===== src/rtl/ctg_consts.svh =====
`ifndef CTG_CONSTS_SVH
`define CTG_CONSTS_SVH

`define CTG_OFS_CONTROL      8'h18
`define CTG_OFS_START_DELAY  8'h19
`define CTG_OFS_LENGTH       8'h1A
`define CTG_OFS_STATUS       8'h30

`define CTG_CTRL_SRC_BIT     4
`define CTG_CTRL_POL_LO      6
`define CTG_CTRL_POL_HI      7

`define CTG_RST_CONTROL      8'h00
`define CTG_RST_START_DELAY  8'h04
`define CTG_RST_LENGTH       8'h28

`define CTG_STAT_CLAMP_BIT   0
`define CTG_STAT_BUSY_BIT    1
`define CTG_STAT_SRC_BIT     2

`define CTG_OFFSET_CYCLES    5'h10
// Arbitrary bus address
`define CTG_DEV_ADDR         7'h4C

`endif


===== src/rtl/ctg_pkg.sv =====
package ctg_pkg;

	typedef struct packed {
		logic [7:0] red;
		logic [7:0] green;
		logic [7:0] blue;
	} ctg_pix_s;

	typedef enum logic [1:0] {
		CTG_CL_IDLE = 2'b00,
		CTG_CL_WAIT = 2'b01,
		CTG_CL_ON   = 2'b10
	} ctg_clamp_e;

	typedef enum logic [2:0] {
		CTG_SER_IDLE = 3'b000,
		CTG_SER_DEV  = 3'b001,
		CTG_SER_PTR  = 3'b010,
		CTG_SER_WR   = 3'b011,
		CTG_SER_RD   = 3'b100
	} ctg_ser_e;

endpackage


===== src/rtl/ctg_sync.sv =====
`timescale 1ns/1ps
module ctg_sync #(
	parameter logic RESET_VAL = 1'b0
) (
	input  wire logic clk,
	input  wire logic rst_b,
	input  wire logic d,
	output logic      q
);
	logic meta;

	// First stage feeds the second only
	always_ff @(posedge clk or negedge rst_b) begin
		if (!rst_b) begin
			meta <= RESET_VAL;
			q    <= RESET_VAL;
		end else begin
			meta <= d;
			q    <= meta;
		end
	end
endmodule


===== src/rtl/ctg_top.sv =====
`timescale 1ns/1ps
`include "ctg_consts.svh"

module ctg_top
	import ctg_pkg::*;
#(
	parameter logic [6:0] DEV_ADDR = `CTG_DEV_ADDR
) (
	input  wire logic     clk,
	input  wire logic     rst_b,
	input  wire logic     hsync,
	input  wire logic     clamp_pin,
	input  wire logic     scl,
	input  wire logic     sda_in,
	output logic          sda_out,
	output logic          sda_oe,
	input  wire ctg_pix_s adc_data,
	output ctg_pix_s      pix_out,
	output logic          clamp,
	output logic          offset_busy
);
	logic       hsync_s;
	logic       hsync_d;
	logic       clamp_pin_s;
	logic       scl_s;
	logic       scl_d;
	logic       sda_s;
	logic       sda_d;
	logic [7:0] clamp_control;
	logic [7:0] clamp_start_delay;
	logic [7:0] clamp_length;
	ctg_clamp_e cl_state;
	logic [7:0] cl_cnt;
	logic       clamp_d;
	logic [4:0] busy_cnt;
	ctg_pix_s   offset;
	ctg_ser_e   ser_state;
	logic       ack_ph;
	logic       ack_drive;
	logic       nacked;
	logic       rw_bit;
	logic [3:0] bit_cnt;
	logic [7:0] shift_in;
	logic [7:0] tx;
	logic [7:0] ptr;
	logic [7:0] rd_data;
	logic [7:0] status;
	logic       hs_trail;
	logic       ext_clamp;
	logic       src_ext;
	logic       start_c;
	logic       stop_c;
	logic       scl_rise;
	logic       scl_fall;
	logic [7:0] byte_in;

	ctg_sync u_sync_hs (.clk(clk), .rst_b(rst_b), .d(hsync), .q(hsync_s));
	ctg_sync u_sync_cl (.clk(clk), .rst_b(rst_b), .d(clamp_pin), .q(clamp_pin_s));
	ctg_sync #(.RESET_VAL(1'b1)) u_sync_scl (.clk(clk), .rst_b(rst_b), .d(scl), .q(scl_s));
	ctg_sync #(.RESET_VAL(1'b1)) u_sync_sda (.clk(clk), .rst_b(rst_b), .d(sda_in), .q(sda_s));

	always_ff @(posedge clk or negedge rst_b) begin
		if (!rst_b) begin
			hsync_d <= 1'b0;
			scl_d   <= 1'b1;
			sda_d   <= 1'b1;
		end else begin
			hsync_d <= hsync_s;
			scl_d   <= scl_s;
			sda_d   <= sda_s;
		end
	end

	assign hs_trail = hsync_d & ~hsync_s;
	assign src_ext  = clamp_control[`CTG_CTRL_SRC_BIT];
	// Bit 6 set means the pin is active low; bit 7 is stored only
	assign ext_clamp = clamp_pin_s ^ clamp_control[`CTG_CTRL_POL_LO];

	// Internal clamp timing, 8-bit counters over the full range
	always_ff @(posedge clk or negedge rst_b) begin
		if (!rst_b) begin
			cl_state <= CTG_CL_IDLE;
			cl_cnt   <= 8'h00;
		end else if (hsync_s) begin
			cl_state <= CTG_CL_IDLE;
			cl_cnt   <= 8'h00;
		end else begin
			case (cl_state)
				CTG_CL_IDLE: begin
					if (hs_trail && clamp_start_delay != 8'h00) begin
						cl_state <= CTG_CL_WAIT;
						cl_cnt   <= clamp_start_delay;
					end else if (hs_trail && clamp_length != 8'h00) begin
						cl_state <= CTG_CL_ON;
						cl_cnt   <= clamp_length;
					end
				end
				CTG_CL_WAIT: begin
					if (cl_cnt == 8'h01) begin
						cl_state <= (clamp_length != 8'h00) ? CTG_CL_ON : CTG_CL_IDLE;
						cl_cnt   <= clamp_length;
					end else begin
						cl_cnt <= cl_cnt - 8'h01;
					end
				end
				CTG_CL_ON: begin
					if (cl_cnt == 8'h01) begin
						cl_state <= CTG_CL_IDLE;
					end
					cl_cnt <= cl_cnt - 8'h01;
				end
				default: begin
					cl_state <= CTG_CL_IDLE;
					cl_cnt   <= 8'h00;
				end
			endcase
		end
	end

	// Both sources gated by hsync, so neither a late pin pulse nor a long count clamps on the sync tip
	always_ff @(posedge clk or negedge rst_b) begin
		if (!rst_b) begin
			clamp   <= 1'b0;
			clamp_d <= 1'b0;
		end else begin
			clamp   <= src_ext ? (ext_clamp & ~hsync_s) : ((cl_state == CTG_CL_ON) & ~hsync_s);
			clamp_d <= clamp;
		end
	end

	// Offset trim window after the clamp ends
	always_ff @(posedge clk or negedge rst_b) begin
		if (!rst_b) begin
			busy_cnt <= 5'h00;
		end else if (clamp) begin
			busy_cnt <= 5'h00;
		end else if (clamp_d) begin
			busy_cnt <= `CTG_OFFSET_CYCLES;
		end else if (busy_cnt != 5'h00) begin
			busy_cnt <= busy_cnt - 5'h01;
		end
	end
	assign offset_busy = (busy_cnt != 5'h00);

	// Last code seen during the clamp becomes the black offset
	always_ff @(posedge clk or negedge rst_b) begin
		if (!rst_b) begin
			offset <= '0;
		end else if (clamp) begin
			offset <= adc_data;
		end
	end

	function automatic logic [7:0] ctg_sub(input logic [7:0] a, input logic [7:0] b);
		logic [8:0] d;
		d = {1'b0, a} - {1'b0, b};
		ctg_sub = d[8] ? 8'h00 : d[7:0];
	endfunction

	always_ff @(posedge clk or negedge rst_b) begin
		if (!rst_b) begin
			pix_out <= '0;
		end else begin
			pix_out.red   <= ctg_sub(adc_data.red, offset.red);
			pix_out.green <= ctg_sub(adc_data.green, offset.green);
			pix_out.blue  <= ctg_sub(adc_data.blue, offset.blue);
		end
	end

	// Two-wire serial port
	assign start_c  = scl_s & sda_d & ~sda_s;
	assign stop_c   = scl_s & ~sda_d & sda_s;
	assign scl_rise = scl_s & ~scl_d;
	assign scl_fall = ~scl_s & scl_d;
	assign byte_in  = shift_in;

	assign status = {5'h00, src_ext, offset_busy, clamp};

	always_comb begin
		case (ptr)
			`CTG_OFS_CONTROL:     rd_data = clamp_control;
			`CTG_OFS_START_DELAY: rd_data = clamp_start_delay;
			`CTG_OFS_LENGTH:      rd_data = clamp_length;
			`CTG_OFS_STATUS:      rd_data = status;
			default:              rd_data = 8'h00;
		endcase
	end

	always_ff @(posedge clk or negedge rst_b) begin
		if (!rst_b) begin
			ser_state <= CTG_SER_IDLE;
			ack_ph    <= 1'b0;
			ack_drive <= 1'b0;
			nacked    <= 1'b0;
			rw_bit    <= 1'b0;
			bit_cnt   <= 4'h0;
			shift_in  <= 8'h00;
			tx        <= 8'hFF;
			ptr       <= 8'h00;
		end else if (start_c) begin
			ser_state <= CTG_SER_DEV;
			ack_ph    <= 1'b0;
			ack_drive <= 1'b0;
			bit_cnt   <= 4'h0;
			tx        <= 8'hFF;
		end else if (stop_c) begin
			ser_state <= CTG_SER_IDLE;
			ack_ph    <= 1'b0;
			ack_drive <= 1'b0;
			tx        <= 8'hFF;
		end else if (scl_rise) begin
			if (ack_ph) begin
				nacked <= sda_s;
			end else if (ser_state != CTG_SER_IDLE) begin
				shift_in <= {shift_in[6:0], sda_s};
				bit_cnt  <= bit_cnt + 4'h1;
			end
		end else if (scl_fall && ser_state != CTG_SER_IDLE) begin
			if (!ack_ph && bit_cnt == 4'h8) begin
				ack_ph  <= 1'b1;
				bit_cnt <= 4'h0;
				tx      <= 8'hFF;
				case (ser_state)
					CTG_SER_DEV: begin
						ack_drive <= (byte_in[7:1] == DEV_ADDR);
						rw_bit    <= byte_in[0];
					end
					CTG_SER_PTR: begin
						ack_drive <= 1'b1;
						ptr       <= byte_in;
					end
					CTG_SER_WR: begin
						ack_drive <= 1'b1;
						ptr       <= ptr + 8'h01;
					end
					default: ack_drive <= 1'b0;
				endcase
			end else if (ack_ph) begin
				ack_ph    <= 1'b0;
				ack_drive <= 1'b0;
				case (ser_state)
					CTG_SER_DEV: begin
						if (!ack_drive) begin
							ser_state <= CTG_SER_IDLE;
						end else if (rw_bit) begin
							ser_state <= CTG_SER_RD;
							tx        <= rd_data;
							ptr       <= ptr + 8'h01;
						end else begin
							ser_state <= CTG_SER_PTR;
						end
					end
					CTG_SER_PTR: ser_state <= CTG_SER_WR;
					CTG_SER_WR:  ser_state <= CTG_SER_WR;
					CTG_SER_RD: begin
						if (nacked) begin
							ser_state <= CTG_SER_IDLE;
						end else begin
							tx  <= rd_data;
							ptr <= ptr + 8'h01;
						end
					end
					default: ser_state <= CTG_SER_IDLE;
				endcase
			end else if (ser_state == CTG_SER_RD && bit_cnt != 4'h0) begin
				tx <= {tx[6:0], 1'b1};
			end
		end
	end

	// Register writes land on the eighth falling edge of a data byte
	always_ff @(posedge clk or negedge rst_b) begin
		if (!rst_b) begin
			clamp_control     <= `CTG_RST_CONTROL;
			clamp_start_delay <= `CTG_RST_START_DELAY;
			clamp_length      <= `CTG_RST_LENGTH;
		end else if (scl_fall && !start_c && !stop_c && !ack_ph && bit_cnt == 4'h8
			&& ser_state == CTG_SER_WR) begin
			case (ptr)
				`CTG_OFS_CONTROL:     clamp_control     <= byte_in;
				`CTG_OFS_START_DELAY: clamp_start_delay <= byte_in;
				`CTG_OFS_LENGTH:      clamp_length      <= byte_in;
				default:              clamp_control     <= clamp_control;
			endcase
		end
	end

	// Open drain: only ever pulls low
	assign sda_out = 1'b0;
	assign sda_oe  = (ack_ph && ack_drive) || (ser_state == CTG_SER_RD && !ack_ph && !tx[7]);
endmodule


===== config.mk =====
export PLATFORM = sky130hd
export DESIGN_NAME = ctg_top
export DESIGN_NICKNAME = d
export VERILOG_FILES = /design/src/rtl/ctg_pkg.sv /design/src/rtl/ctg_sync.sv /design/src/rtl/ctg_top.sv
export VERILOG_INCLUDE_DIRS = /design/src /design/src/rtl
export SDC_FILE = /design/constraint.sdc
export NUM_CORES = 1
export LEC_CHECK = 0
export ABC_AREA = 1
export BUFFER_PORTS_ARGS = -buffer_cell sky130_fd_sc_hd__buf_4
export CAP_MARGIN = 0
export CELL_PAD_IN_SITES_DETAIL_PLACEMENT = 1
export CELL_PAD_IN_SITES_GLOBAL_PLACEMENT = 2
export CORE_MARGIN = 2
export CORE_UTILIZATION = 30
export DETAILED_ROUTE_END_ITERATION = 8
export GPL_TIMING_DRIVEN = 0
export PLACE_DENSITY = 0.67
export SYNTH_ARGS = -nofsm -noshare
export SYNTH_HDL_FRONTEND = slang
export SYNTH_SLANG_ARGS = --single-unit

===== constraint.sdc =====
create_clock -name clk -period 2.5 [get_ports clk]
set_clock_uncertainty 0.1 [all_clocks]
set_input_delay 0.25 -clock clk [delete_from_list [all_inputs] [get_ports clk]]
set_output_delay 0.25 -clock clk [all_outputs]
set_load 0.005 [all_outputs]

## After elaboration in Yosys (flattened, before gate mapping)

Index checks and enable logic that the tools add are counted.

- Word-level logic and storage cells: 204
- Flip-flop bits (word level): 135
- Bits of input ports: 30
- Output and inout port bits: 28

- Reductions and logical operators: 47
- $add $sub $neg: 7
- Muxes and demuxes: 67
- Equal/unequal tests: 30
- Bitwise operators: 19

Operator list:

| operator | number |
|---|---|
| two-way mux 8 bit | 22 |
| case mux 8 bit (2 select lines) | 3 |
| case mux 8 bit (4 select lines) | 1 |
| two-way mux 4 bit | 7 |
| two-way mux 3 bit | 9 |
| subtractor 8 x 8 -> 9 bit | 3 |
| == test 8 x 5 -> 1 bit, second input constant | 3 |
| case mux 8 bit (3 select lines) | 1 |
| nonzero test 3 bit | 7 |
| inequality test 3 bit, second input constant | 6 |
| inequality test 6 bit, second input constant | 3 |
| nonzero test 8 bit | 2 |
| two-way mux 5 bit | 3 |
| AND reduction 5 bit | 3 |
| logical AND 1 bit | 13 |
| two-way mux 1 bit | 12 |
| two-way mux 2 bit | 6 |
| AND reduction 10 bit | 1 |
| nonzero test 5 bit | 2 |
| bitwise AND 1 bit | 9 |
| inequality test 3 x 2 -> 1 bit, second input constant | 3 |
| NOT 1 bit | 9 |
| case mux 3 bit (3 select lines) | 1 |
| adder 8 x 1 -> 8 bit, second input constant | 1 |
| other kinds (31) | 40 |

## Logic depth before layout (Yosys ltp)

Gate-level depths: netlist (run 1).

- Depth in word-level cells: 11
- Mapped depth: 11

## Cells and area by module

Synthesis (run 1) repeated with hierarchy kept, for this count alone.

- Cell total of the unflattened synthesis: 896
- Area, all modules: 7211.9 um^2

Modules (own cells, without submodules):

| module | area an instance (um^2) | cells each | seq. area each (um^2) | times used |
|---|---|---|---|---|
| ctg_top | 7006.7 | 888 | 3194.3 | 1 |
| ctg_sync (u_sync_scl ...) | 52.6 | 2 | 52.6 | 2 |
| ctg_sync (u_sync_cl ...) | 50.0 | 2 | 50.0 | 2 |

## Least setup slack after synthesis (run 1)

No wires, ideal clock.

- Path type: reg2reg
- From: register bit_cnt[0]
- To: register clamp_start_delay[7]
- Period minus slack after synthesis: 1.786 ns
- Stages on the path, launching flop included: 11
- Arrival time: 1.565 ns
- Setup time: 0.121 ns
- Required time: 2.279 ns
- Path slack: 0.714 ns
- Path through: dfrtp_1 inv_1 ha_1 nand3_2 nor2_2 inv_2 nor3_4 nand3_2 buf_6 nand2_1 o21ai_2

- Cells in the longest elaborated chain, start to end: 4

Ends and longest elaborated chain:

| item | RTL line | source |
|---|---|---|
| start, declared | ctg_top.sv:42 | `logic [3:0] bit_cnt;` |
| start signal, assigned | ctg_top.sv:216 | `bit_cnt <= bit_cnt + 4'h1;` |
| == test 4 bit | ctg_top.sv:277 | `end else if (scl_fall && !start_c && !stop_c && !ack_ph && bit_cnt == 4'h8` |
| logical AND 1 bit | ctg_top.sv:277 |  |
| logical AND 1 bit | ctg_top.sv:278 | `&& ser_state == CTG_SER_WR) begin` |
| AND reduction 2 bit (no source line) | n/a |  |
| end signal, assigned | ctg_top.sv:275 | `` clamp_start_delay <= `CTG_RST_START_DELAY; `` |
| end signal, assigned | ctg_top.sv:281 | `` `CTG_OFS_START_DELAY: clamp_start_delay <= byte_in; `` |
| end, declared | ctg_top.sv:30 | `logic [7:0] clamp_start_delay;` |

Every way passes these cells.
A chain may end at the register's enable or synchronous reset.

## Worst setup path after layout (run 1)

- From: register bit_cnt[0]
- To: register clamp_start_delay[6]

The elaborated chain is that of the path after synthesis.

==> metrics.cfg, run 1 <==
[critical_path]
crit_family = simple AND/OR/NAND/NOR gates
slowest_stage = dfrtp_1
critical_path_cell_count = 10
cp-startpoint = bit_cnt[0]$_DFFE_PN0P_
cp-endpoint = clamp_start_delay[6]$_DFFE_PN0P_
timing.rr.start = bit_cnt[0]$_DFFE_PN0P_
r2r_end = clamp_start_delay[6]$_DFFE_PN0P_
worstPathArrival_ns = 2.33
endpoint_kind = flip-flop
path_buf_inv = 3
worstRegToRegCells = 10
crit_path_start_kind = flip-flop
required_ns = 2.71
crit_fanout = 10
cpPeakStageDelay_ns = 0.38
worst_path_most_repeated_cell = nand3_2
cp_cell_sequence = inv_1 > ha_1 > nand3_2 > nor2_2 > inv_2 > nor3_4 > nand3_2 > buf_6 > nand2_1 > o21ai_2
reg2reg_slack_ns = 0.38
path_class = flip-flop to flip-flop

[synthesis]
yosys_register_bits = 135
syn_nets = 979
synth_cell_types = 41
netlist_area_sq_um = 7260
yosysSeqAreaShare = 0.468
syn_avg_cell_area_sq_um = 7.96
yosysWarningCount = 0
synth_cells = 912

[floorplanning]
coreArea_sq_um = 23600
start_util = 0.308
num_rows = 56
die_x_microns = 160
dieArea_sq_um = 25500
die_h_microns = 160
num_io_pins = 58

[job]
cap_violations = 0

[clock_tree]
cts_hold_buf = 26
post_cts_resized = 0
ctsHtreeMaxLevel = 4
cts_tree = done
clock_latency_ns = 0.43
cts_sinks = 135
numCtsBuffers = 17
max-clock-path-buffers = 2
cts_root_buf = clkbuf_16
cts_setup_buffers = 0
cts.clk_slew.worst_paths_ns = 0.06

[layout]
drive_gt1_frac = 0.146
nets = 1081
finish.utilization = 0.381
antennaDiodeCount = 0
largestRegisters = offset x24, pix_out x24
syn_to_final_growth_pct = 23.9

[grt]
gr-total-overflow = 0
antenna_found_initial = 0
grt_use_total = 0.166
grt_pass1_vias = 6564
grt_pass1_wl_microns = 33800
grt_max_degree = 84

[drt]
vias = 6318
route.detailed.drc = 0
wl_microns = 20000
viasPerCell = 4.69
wire_per_inst_microns = 14.9
drt_iter0_drc = 185
drtAntennaViolNets = 0
first_pass_iters = 4

[sta]
slew_headroom = 0.589
drv_slew = 0
rsz0062_at_grt = no
final.period_utilization = 0.846
fin_crit_ns = 2.12
finalSetupViolCount = 0
worstMarginPinSlew_ns = 0.615
fmax_mhz = 473
hold_viol = 0
tns_ns = 0

[placement]
numPortBuffers = 56
finalWeightedCongestion = 0.754
dp_hpwl_microns = 14600

[power]
max-vdd-ir-drop_mv = 0.341
power_mw = 8.79
powerDensity_nw_per_um2 = 977
power.leakage_nw = 4.36

[outcome]
outcome = completed

[min_path]
min_path_type = input port to flip-flop

-- cells by family after synthesis --
group | after synthesis | synth area share
flip-flops | 135 | 0.468
XOR/XNOR | 11 | 0.0133
other | 1 | 0.000516
AND/OR/NAND/NOR | 427 | 0.251
AO/OA/AOI/OAI | 163 | 0.124
buffers and inverters | 138 | 0.0765
adder cells (fa/ha/maj) | 37 | 0.0668
-- worst min-delay path, delay by kind of cell --
kind                   cells  cell delay [ns]
buffers and inverters      2             0.12
AO/OA/AOI/OAI              1             0.13
-- worst min path at each step --
stage                                        start                      to  slack [ns]  cells past startpoint
after floorplan                              rst_b   ack_drive$_DFFE_PN0P_       -0.15                      0
after CTS                              adc_data[8]   offset[8]$_DFFE_PN0P_       0.001                      3
after detailed placement                     rst_b    pix_out[5]$_DFF_PN0_        0.15                      1
final                                  adc_data[8]   offset[8]$_DFFE_PN0P_        0.02                      3
after global placement    u_sync_cl.meta$_DFF_PN0_   u_sync_cl.q$_DFF_PN0_        0.23                      0
after global routing                  adc_data[16]  offset[16]$_DFFE_PN0P_        0.04                      3
-- Yosys cell counts (all sizes together) --
library cell / instances / area [sq um]
nand4: 11 / 68.8
o22ai: 1 / 6.26
a311oi: 1 / 8.76
and2: 1 / 6.26
a22o: 1 / 8.76
xor2: 7 / 61.3
ha: 34 / 425
or2: 3 / 18.8
o31ai: 2 / 15.0
inv: 121 / 454
buf: 12 / 82.6
a211oi: 1 / 7.51
fa: 3 / 60.1
dfrtp: 118 / 2950
o211ai: 1 / 7.51
o221ai: 1 / 8.76
nor3: 19 / 118
nand2: 247 / 935
nand3b: 1 / 7.51
xnor2: 4 / 35.0
o21ai: 102 / 541
conb: 1 / 3.75
a31oi: 8 / 50.1
dfstp: 17 / 447
nor2: 77 / 312
nand3: 68 / 355
a21boi: 1 / 7.51
o21bai: 7 / 52.6
clkbuf: 5 / 18.8
a21oi: 37 / 189
-- metrics by stage --
stage                     hold WS [ns]  setup WS, ns  cells  area [sq um]
after global routing            0.0364         0.204   1346          9000
after floorplan                 -0.146         0.714    912          7260
final                           0.0158         0.384   1346          9000
after CTS                      0.00136         0.373   1346          9000
after global placement           0.233         0.357   1287          8080
after detailed placement         0.155         0.383   1288          8110
-- layout make-up --
type / instances / area (sq um)
Timing Repair Buffer: 83 / 712
Buffer: 17 / 101
Sequential cell: 135 / 3400
Inverter: 121 / 454
Fill cell: 2877 / 14600
Multi-Input combinational cell: 639 / 3310
Clock buffer: 20 / 457
Clock inverter: 12 / 165
Tap cell: 319 / 399
-- power by group --
part	total (mW)	internal, mW	switching, mW	leakage, nW
logic	3.08	1.17	1.91	2.33
registers	3.01	2.76	0.247	1.73
clock network	2.70	1.64	1.06	0.294
total	8.79	5.57	3.22	4.36
-- layout by cell type (no fill, tap or decap), drive strengths merged, types with 3 or more instances in the layout --
| master | n |
|---|---|
| nand2 | 247 |
| a31oi | 8 |
| a21oi | 37 |
| xor2 | 7 |
| ha | 34 |
| dfrtp | 118 |
| nand3 | 68 |
| dfstp | 17 |
| clkinvlp | 3 |
| clkbuf | 25 |
| dlygate4sd3 | 26 |
| or2 | 3 |
| bufinv | 3 |
| nor3 | 19 |
| inv | 125 |
| xnor2 | 4 |
| buf | 69 |
| nand4 | 11 |
| nor2 | 77 |
| o21ai | 102 |
| o21bai | 7 |
| fa | 3 |
-- metal layers --
layer / up-vias / track usage / routed length [microns]
met3: 13 / 0.0331 / 518
met4: 0 / 0.0471 / 208
li1: 3156 / - / -
met1: 3073 / 0.224 / 9880
met5: - / 0 / 0
met2: 76 / 0.273 / 9440
(Power assumes the default switching activity.)
==> inputs of run 2 (changes only) <==
==> constraint.sdc (replaced) <==
create_clock -name clk -period 2.1 [get_ports clk]
set_clock_uncertainty 0.1 [all_clocks]
set_input_delay 0.21 -clock clk [delete_from_list [all_inputs] [get_ports clk]]
set_output_delay 0.21 -clock clk [all_outputs]
set_load 0.005 [all_outputs]
==> metrics.cfg, run 2 (synthesis results as in run 1) <==
[outcome]
outcome = completed

[power]
power.switching_mw = 3.87
p_sw_frac = 0.367
p_comb_frac = 0.354
powerDensity_nw_per_um2 = 1140
power.leakage_nw = 4.46
power_frac_clock = 0.305
seqPwrFrac = 0.341
max-vdd-ir-drop_mv = 0.406
p_int_mw = 6.67
power_mw = 10.5

[layout]
largestRegisters = offset x24, pix_out x24
nets = 1094
drive_gt1_frac = 0.164
final_common_cell = nand2_1
layout_common_cells = nand2_1 (243), dfrtp_1 (118), inv_1 (112)
antennaDiodeCount = 0
syn_to_final_growth_pct = 26.8

[placement]
finalWeightedCongestion = 0.754
pre_cts_ws_ns = -0.0165
numPortBuffers = 56
dp_hpwl_microns = 14600

[critical_path]
path_class = flip-flop to flip-flop
required_ns = 2.31
crit_fanout = 6
crit_path_start_kind = flip-flop
endpoint_kind = flip-flop
worstPathArrival_ns = 2.18

[sta]
finalSetupViolCount = 0
worstMarginPinSlew_ns = 0.606
tns_ns = 0
finalWorstSetupSlack_ns = 0.126
drv_slew = 0
final.period_utilization = 0.940
fin_crit_ns = 1.97
whs_ns = 0.181
slew_headroom = 0.596
fmax_mhz = 507
hold_viol = 0

[floorplanning]
num_rows = 56
die_h_microns = 160
dieArea_sq_um = 25500
die_x_microns = 160
start_util = 0.308
num_io_pins = 58
coreArea_sq_um = 23600

[drt]
viasPerCell = 4.66
drtAntennaViolNets = 0
vias = 6332
wire_per_inst_microns = 14.9
first_pass_iters = 4
wl_microns = 20300
route.detailed.drc = 0
drt_iter0_drc = 200

[min_path]
min_path_type = input port to asynchronous set/reset pin

[grt]
grtUsageMet1 = 0.224
gr-total-overflow = 0
grt.met2_usage = 0.274
grt_max_degree = 84
busiest_layer = met2
grt_pass1_vias = 6587
grt_use_total = 0.167
grt_pass1_wl_microns = 33900
antenna_found_initial = 0
grtUsageMet3 = 0.0328

[clock_tree]
cts_sinks = 135
numCtsBuffers = 17
max-clock-path-buffers = 2
cts_tree = done
cts_root_buf = clkbuf_16
ctsHtreeMaxLevel = 4
clock_latency_ns = 0.43
cts.clk_slew.worst_paths_ns = 0.07

[job]
cap_violations = 0

[run 2: final timing paths]
path,startpoint,to,slack (ns),depth (start not counted)
setup reg to reg,bit_cnt[0]$_DFFE_PN0P_,clamp_start_delay[1]$_DFFE_PN0P_,0.13,11
min in group clk,u_sync_hs.meta$_DFF_PN0_,u_sync_hs.q$_DFF_PN0_,0.25,0
setup / recovery,bit_cnt[0]$_DFFE_PN0P_,clamp_start_delay[1]$_DFFE_PN0P_,0.13,11
hold reg to reg,u_sync_hs.meta$_DFF_PN0_,u_sync_hs.q$_DFF_PN0_,0.25,0
hold / removal,rst_b,pix_out[5]$_DFF_PN0_,0.18,2
max in group asynchronous,rst_b,tx[5]$_DFFE_PN1P_,0.85,3
[run 2: power groups by stage]
| stage | sequential (mW) | combinational (mW) | clock, mW |
|---|---|---|---|
| floorplan | 3.58 | 2.47 | 0 |
| global placement | 3.62 | 3.67 | 0 |
| detailed placement | 3.63 | 3.69 | 0 |
| CTS | 3.59 | 3.77 | 3.33 |
| global route | 3.67 | 4.37 | 3.43 |
| finish | 3.59 | 3.73 | 3.22 |
[run 2: final cells by class]
class                           instances  area (sq um)
Sequential cell                       135          3400
Tap cell                              319           399
Buffer                                 16           100
Clock inverter                         12           165
Clock buffer                           20           457
Multi-Input combinational cell        640          3380
Inverter                              121           454
Fill cell                            2882         14400
Timing Repair Buffer                   96           851
[run 2: critical path, cell delays in order (launching register included)]
cell and delay, ns:
dfrtp_1 0.39, inv_2 0.09, ha_2 0.20, nand3_4 0.10
nor2_4 0.17, inv_2 0.07, nor3_4 0.15, buf_6 0.15
nand3_4 0.13, buf_12 0.18, nand2_1 0.07, o21ai_2 0.05
[run 2: stage by stage]
stage	cells	utilization	cell area, sq um
floorplan	912	-	7260
global placement	1287	0.342	8080
detailed placement	1288	0.344	8110
CTS	1350	0.383	9040
global route	1359	0.390	9210
finish	1359	0.390	9210
[run 2: what timing repair did]
| action | 4_1_cts | 5_1_grt |
|---|---|---|
| hold buffers | 29 | 0 |
| gates cloned | 0 | 2 |
| pin swaps | 1 | 6 |
| hold endpoints to repair | 80 | 0 |
| endpoints found under the setup margin | 4 | 59 |
| buffers inserted | 1 | 8 |
| gates resized for setup | 1 | 22 |
[run 2: routing by layer]
| metal | vias to the layer above | routed length, microns |
|---|---|---|
| li1 | 3182 | - |
| met1 | 3079 | 10000 |
| met2 | 56 | 9590 |
| met3 | 15 | 444 |
| met4 | 0 | 197 |
| met5 | - | 0 |
